--- config.mk ---
export PLATFORM = sky130hd
export DESIGN_NAME = psr_top
export DESIGN_NICKNAME = d
export VERILOG_FILES = /design/src/rtl/psr_pkg.sv /design/src/rtl/psr_masked_reg.sv /design/src/rtl/psr_bus_read.sv /design/src/rtl/psr_top.sv
export SDC_FILE = /design/constraint.sdc
export NUM_CORES = 1
export LEC_CHECK = 0
export BUFFER_PORTS_ARGS = -buffer_cell sky130_fd_sc_hd__buf_4
export CORE_ASPECT_RATIO = 1.2
export CORE_MARGIN = 10
export CORE_UTILIZATION = 46
export DETAILED_ROUTE_END_ITERATION = 6
export GPL_TIMING_DRIVEN = 0
export PLACE_DENSITY = 0.84
export SETUP_SLACK_MARGIN = 0.4
export SYNTH_ARGS = -nofsm -noshare
export SYNTH_HDL_FRONTEND = slang
export SYNTH_HIERARCHICAL = 1
export SYNTH_SLANG_ARGS = --single-unit
export TNS_END_PERCENT = 50
--- constraint.sdc ---
create_clock -name mclk -period 1.8 [get_ports mclk]
set_input_delay 0.18 -clock mclk [delete_from_list [all_inputs] [get_ports mclk]]
set_output_delay 0.18 -clock mclk [all_outputs]
set_load 0.01 [all_outputs]
--- src/rtl/psr_pkg.sv ---
// Package with register map, field layout and reset values of the peripheral soft reset block.
package psr_pkg;

    // ------------------------------------------------------------
    // Register map
    // ------------------------------------------------------------
    localparam int unsigned psr_addr_w = 12;
    localparam logic [11:0] psr_off_periph = 12'h0044;
    localparam logic [11:0] psr_off_port = 12'h0048;

    // ------------------------------------------------------------
    // Field positions of the first reset register
    // ------------------------------------------------------------
    localparam int unsigned psr_bit_comparator_zero = 24;
    localparam int unsigned psr_bit_gp_counter_two = 18;
    localparam int unsigned psr_bit_gp_counter_one = 17;
    localparam int unsigned psr_bit_gp_counter_zero = 16;
    localparam int unsigned psr_bit_two_wire_zero = 12;
    localparam int unsigned psr_bit_sync_serial_zero = 4;
    localparam int unsigned psr_bit_async_serial_one = 1;
    localparam int unsigned psr_bit_async_serial_zero = 0;

    // ------------------------------------------------------------
    // Implemented bits and reset values
    // ------------------------------------------------------------
    localparam logic [31:0] psr_periph_impl = 32'h0107_1013;
    localparam logic [31:0] psr_port_impl = 32'h0000_001f;
    localparam int unsigned psr_port_count = 5;
    localparam logic [31:0] psr_reset_value = 32'h0000_0000;

    // ------------------------------------------------------------
    // Register selector
    // ------------------------------------------------------------
    typedef enum logic [2:0]
    {
        psr_sel_none = 3'b001,
        psr_sel_periph = 3'b010,
        psr_sel_port = 3'b100
    } psr_sel_type;

    function automatic psr_sel_type psr_decode(input logic [11:0] addr);
        psr_sel_type sel;
        sel = psr_sel_none;
        if (addr == psr_off_periph)
        begin
            sel = psr_sel_periph;
        end
        else if (addr == psr_off_port)
        begin
            sel = psr_sel_port;
        end
        return sel;
    endfunction : psr_decode

endpackage : psr_pkg

--- src/rtl/psr_masked_reg.sv ---
// Capability-gated, zero-reset 32-bit control register with read-only zero reserved bits.
`timescale 1ns/1ps
module psr_masked_reg
#(
    parameter logic [31:0] impl_mask = 32'h0000_0000
)
(
    input wire logic mclk,
    input wire logic rstn,
    input wire logic wr_en,
    input wire logic [31:0] wdata,
    input wire logic [31:0] cap_mask,
    output logic [31:0] value
);
    import psr_pkg::*;

    typedef struct packed
    {
        logic [31:0] ctrl_q;
    } psr_mreg_state_type;

    psr_mreg_state_type st_q;
    psr_mreg_state_type st_d;
    logic [31:0] wmask;

    always_comb
    begin
        st_d = st_q;
        wmask = impl_mask & cap_mask;
        if (wr_en)
        begin
            st_d.ctrl_q = (st_q.ctrl_q & ~wmask) | (wdata & wmask);
        end
    end

    always_ff @(posedge mclk)
    begin
        if (!rstn)
        begin
            st_q.ctrl_q <= psr_reset_value;
        end
        else
        begin
            st_q <= st_d;
        end
    end

    assign value = st_q.ctrl_q;

endmodule : psr_masked_reg

--- src/rtl/psr_bus_read.sv ---
// Read data multiplexer for the reset control registers.
`timescale 1ns/1ps
module psr_bus_read
(
    input wire logic [11:0] addr,
    input wire logic [31:0] periph_val,
    input wire logic [31:0] port_val,
    output logic [31:0] rdata
);
    import psr_pkg::*;

    always_comb
    begin
        // Unmapped offsets read as zero so software sees a defined answer.
        unique case (psr_decode(addr))
            psr_sel_periph: rdata = periph_val;
            psr_sel_port: rdata = port_val;
            default: rdata = 32'h0000_0000;
        endcase
    end

endmodule : psr_bus_read

--- src/rtl/psr_top.sv ---
// Peripheral soft reset control registers with per-peripheral reset outputs.
//
// Function
// - Writes gated per bit by capability masks b and d.
// - Bit 24 of register one resets comparator zero.
// - Bits 18, 17, 16 reset general purpose counters two, one, zero.
// - Bit 12 of register one resets two-wire unit zero.
// - Bit 4 of register one resets synchronous serial unit zero.
// - Bits 1 and 0 reset async serial units one and zero.
// - Register two bits 4 to 0 reset ports E to A.
// - Reserved bits read zero and ignore writes.
// - Both registers are 32 bits and clear to zero on reset.
//
// The implementer's own choice: the strobed register port.
`timescale 1ns/1ps
module psr_top
(
    input wire logic mclk,
    input wire logic rstn,
    input wire logic [psr_pkg::psr_addr_w-1:0] reg_addr,
    input wire logic [31:0] reg_wdata,
    input wire logic reg_wr,
    input wire logic reg_rd,
    output logic [31:0] reg_rdata,
    input wire logic [31:0] capability_mask_b,
    input wire logic [31:0] capability_mask_d,
    output logic comparator_zero_reset,
    output logic gp_counter_two_reset,
    output logic gp_counter_one_reset,
    output logic gp_counter_zero_reset,
    output logic two_wire_unit_zero_reset,
    output logic sync_serial_zero_reset,
    output logic async_serial_one_reset,
    output logic async_serial_zero_reset,
    output logic port_a_reset,
    output logic port_b_reset,
    output logic port_c_reset,
    output logic port_d_reset,
    output logic port_e_reset
);
    import psr_pkg::*;

    // ------------------------------------------------------------
    // Control registers
    // ------------------------------------------------------------
    logic [31:0] peripheral_reset_ctrl_1;
    logic [31:0] port_reset_ctrl_2;
    logic [31:0] read_mux;
    psr_sel_type sel;

    assign sel = psr_decode(reg_addr);

    psr_masked_reg
    #(
        .impl_mask(psr_periph_impl)
    )
    u_periph
    (
        .mclk(mclk),
        .rstn(rstn),
        .wr_en(reg_wr && (sel == psr_sel_periph)),
        .wdata(reg_wdata),
        .cap_mask(capability_mask_b),
        .value(peripheral_reset_ctrl_1)
    );

    psr_masked_reg
    #(
        .impl_mask(psr_port_impl)
    )
    u_port
    (
        .mclk(mclk),
        .rstn(rstn),
        .wr_en(reg_wr && (sel == psr_sel_port)),
        .wdata(reg_wdata),
        .cap_mask(capability_mask_d),
        .value(port_reset_ctrl_2)
    );

    psr_bus_read u_read
    (
        .addr(reg_addr),
        .periph_val(peripheral_reset_ctrl_1),
        .port_val(port_reset_ctrl_2),
        .rdata(read_mux)
    );

    // ------------------------------------------------------------
    // Output state
    // ------------------------------------------------------------
    // Outputs are registered copies, so a reset line follows its bit one cycle
    // after the write lands; this keeps every top output straight from a flop.
    typedef struct packed
    {
        logic [31:0] rdata_q;
        logic [7:0] periph_rst_q;
        logic [psr_port_count-1:0] port_rst_q;
    } psr_top_state_type;

    psr_top_state_type st_q;
    psr_top_state_type st_d;

    always_comb
    begin
        st_d = st_q;
        // Read data stands only in the cycle after the read strobe.
        st_d.rdata_q = reg_rd ? read_mux : 32'h0000_0000;
        st_d.periph_rst_q[7] = peripheral_reset_ctrl_1[psr_bit_comparator_zero];
        st_d.periph_rst_q[6] = peripheral_reset_ctrl_1[psr_bit_gp_counter_two];
        st_d.periph_rst_q[5] = peripheral_reset_ctrl_1[psr_bit_gp_counter_one];
        st_d.periph_rst_q[4] = peripheral_reset_ctrl_1[psr_bit_gp_counter_zero];
        st_d.periph_rst_q[3] = peripheral_reset_ctrl_1[psr_bit_two_wire_zero];
        st_d.periph_rst_q[2] = peripheral_reset_ctrl_1[psr_bit_sync_serial_zero];
        st_d.periph_rst_q[1] = peripheral_reset_ctrl_1[psr_bit_async_serial_one];
        st_d.periph_rst_q[0] = peripheral_reset_ctrl_1[psr_bit_async_serial_zero];
        st_d.port_rst_q = port_reset_ctrl_2[psr_port_count-1:0];
    end

    always_ff @(posedge mclk)
    begin
        if (!rstn)
        begin
            st_q.rdata_q <= psr_reset_value;
            st_q.periph_rst_q <= 8'h00;
            st_q.port_rst_q <= '0;
        end
        else
        begin
            st_q <= st_d;
        end
    end

    assign reg_rdata = st_q.rdata_q;
    assign comparator_zero_reset = st_q.periph_rst_q[7];
    assign gp_counter_two_reset = st_q.periph_rst_q[6];
    assign gp_counter_one_reset = st_q.periph_rst_q[5];
    assign gp_counter_zero_reset = st_q.periph_rst_q[4];
    assign two_wire_unit_zero_reset = st_q.periph_rst_q[3];
    assign sync_serial_zero_reset = st_q.periph_rst_q[2];
    assign async_serial_one_reset = st_q.periph_rst_q[1];
    assign async_serial_zero_reset = st_q.periph_rst_q[0];
    assign port_a_reset = st_q.port_rst_q[0];
    assign port_b_reset = st_q.port_rst_q[1];
    assign port_c_reset = st_q.port_rst_q[2];
    assign port_d_reset = st_q.port_rst_q[3];
    assign port_e_reset = st_q.port_rst_q[4];

endmodule : psr_top

==> flow_summary.json <==
{
  "io_buffers": 83,
  "cp-start-kind": "input pin",
  "core_mm2": 0.00637,
  "syn_to_final_growth_pct": 39.8,
  "p_per_area_mw_per_mm2": 712,
  "grt_pass1_wl_mm": 11.2,
  "synth_top_area_cell": "dfxtp_1",
  "viasPerCell": 4.30,
  "timing.final.ws_setup_ns": 0.469,
  "grt_use_total": 0.140,
  "reg2reg_slack_ns": 0.93,
  "dieArea_mm2": 0.0101,
  "first_pass_iters": 4,
  "critPathKind": "input pin to flip-flop",
  "path_clk_slew_ns": 0.06,
  "cp.required_ns": 2.03,
  "grt_max_degree": 12,
  "setup_viol": 0,
  "ys_types": 23,
  "worst_setup_path_end_kind": "flip-flop",
  "yosysSeqAreaShare": 0.392,
  "insertion_delay_ns": 0.34,
  "swShare": 0.208,
  "gp_congestion": 0.750,
  "drtIter0Drc": 109,
  "final_common_cell": "buf_4",
  "routed_wl_mm": 6.71,
  "drv_cap": 0,
  "seq_power_share": 0.435,
  "pwr-share-comb": 0.099,
  "max_freq_mhz": 751,
  "synth_area_mm2": 0.00296,
  "drive_gt1_frac": 0.508,
  "dieHeight_um": 108,
  "drv_slew": 0,
  "n_antenna_cell": 0,
  "critPathArrivalTime_ns": 1.56,
  "final_cell_mix": "buf_4 (136), dfxtp_1 (58), conb_1 (51)",
  "postSynthCellCount": 304,
  "die_w_um": 93.3,
  "synth_top_area_share": 0.392,
  "hpwl_mm": 5.30,
  "cp_max_fo": 8,
  "gr-total-overflow": 0,
  "io-pin-count": 157,
  "rr_worst_depth": 3,
  "hold_depth": 3,
  "post_synth.cell_area_avg_um2": 9.75,
  "htree_levels": 3,
  "rows": 32,
  "root_buffer": "clkbuf_8",
  "ctsResizeCount": 0,
  "clk_path_buf_depth": 2,
  "ys_ff_latch": 58,
  "clock_skew_ns": 0.00697,
  "min_from": "reg_wdata[3]",
  "period_share": 0.739,
  "p_sw_uw": 614,
  "via_count": 2311,
  "synth_area_leaders": "dfxtp_1 (39%), buf_4 (13%), a22oi_2 (13%)",
  "layout.nets": 560,
  "dp_slack_ns": 0.0799,
  "ys_warn_count": 6,
  "rsz0062_at_grt": "yes",
  "finalSetupTns_ns": 0,
  "grt_pass1_vias": 2409,
  "placed_area_mm2": 0.00390,
  "drc": 0,
  "p_leak_uw": 0.00202,
  "cts_tree": "yes",
  "antenna_found_initial": 0,
  "wl_per_cell_um": 12.5,
  "fillers": 510,
  "hold_ws_ns": 0.0879,
  "finalHoldViolations": 0,
  "start_util": 0.466,
  "clockPowerShare": 0.466,
  "ir_drop_mv": 0.410,
  "clkSinkCount": 58,
  "rr_endpoint": "reg_rdata[1]",
  "p_int_uw": 2340,
  "fin_area_mm2": 0.00415,
  "ant_nets": 0,
  "status": "complete, no violations",
  "finalCriticalPeriod_ns": 1.33,
  "cts_buffers": 9,
  "hold_path_class": "input pin to flip-flop"
}
-- cell families after synthesis --
| kind of cell | synth area share |
|---|---|
| other | 0.00253 |
| AO/OA/AOI/OAI | 0.132 |
| flip-flops | 0.392 |
| buffers and inverters | 0.180 |
| multiplexers | 0.0439 |
| AND/OR/NAND/NOR | 0.250 |
-- worst max path at each step --
stage / startpoint / end / slack (ns)
after global placement: reg_addr[0] / flip-flop / 0.11
final: reg_addr[9] / flip-flop / 0.47
after global routing: reg_addr[9] / flip-flop / 0.39
after detailed placement: reg_addr[0] / flip-flop / 0.08
after floorplan: reg_addr[9] / flip-flop / 0.37
after CTS: reg_addr[0] / flip-flop / 0.44
-- power groups by stage --
| stage | clock [uW] | sequential (uW) | combinational [uW] |
|---|---|---|---|
| final | 1380 | 1280 | 292 |
| after global routing | 1470 | 1280 | 322 |
| after CTS | 1410 | 1280 | 287 |
| after detailed placement | 0 | 1310 | 286 |
| after global placement | 0 | 1310 | 282 |
| after floorplan | 0 | 1310 | 190 |
-- repair_timing --
| action | in CTS | in global routing |
|---|---|---|
| setup endpoints to repair | 0 | 3 |
| hold buffers | 0 | 0 |
| setup buffers | 0 | 1 |
-- metrics by stage --
stage / utilization / total power (uW) / instances
after CTS: 0.650 / 2980 / 537
after global routing: 0.651 / 3070 / 538
after detailed placement: 0.613 / 1600 / 521
after global placement: 0.613 / 1590 / 521
final: 0.651 / 2950 / 538
after floorplan: - / 1500 / 353
-- synthesized netlist by cell type --
master and instances:
nor4b_1 1, conb_1 2, buf_2 3, nor2_1 2, clkbuf_8 3, a22oi_1 2
clkbuf_1 7, clkbuf_2 1, or3b_2 1, nand2b_1 2, buf_6 5, dfxtp_1 58
or4_1 1, or4b_1 1, and2_1 13, nor4b_4 2, and3_1 32, buf_4 52
mux2i_1 13, a22oi_2 30, nand2_1 40, nor4_1 3, nor2_2 30
-- per-layer routing --
metal | GRT usage | wire, um | up-vias
met1 | 0.152 | 2650 | 1017
met3 | 0.0610 | 518 | 13
met4 | 0.0717 | 143 | 0
li1 | - | - | 1207
met2 | 0.228 | 3390 | 74
met5 | 0 | 0 | -
-- layout make-up --
type                       instances  area (um^2)  share of cell area
clock inverter                     4         72.6              0.0175
clock buffer                      12          165              0.0398
timing repair buffer              84          631               0.152
tap                               85          106              0.0257
buffer                            71          534               0.129
sequential                        58         1160               0.280
multi-input combinational        224         1480               0.356
-- worst max-delay path: stages --
cell and delay, ns:
buf_4 0.11, or4_4 0.55, nor4_1 0.24, clkbuf_2 0.26
nand2_1 0.10, mux2i_1 0.13
Power figures use the tool's default switching activity.
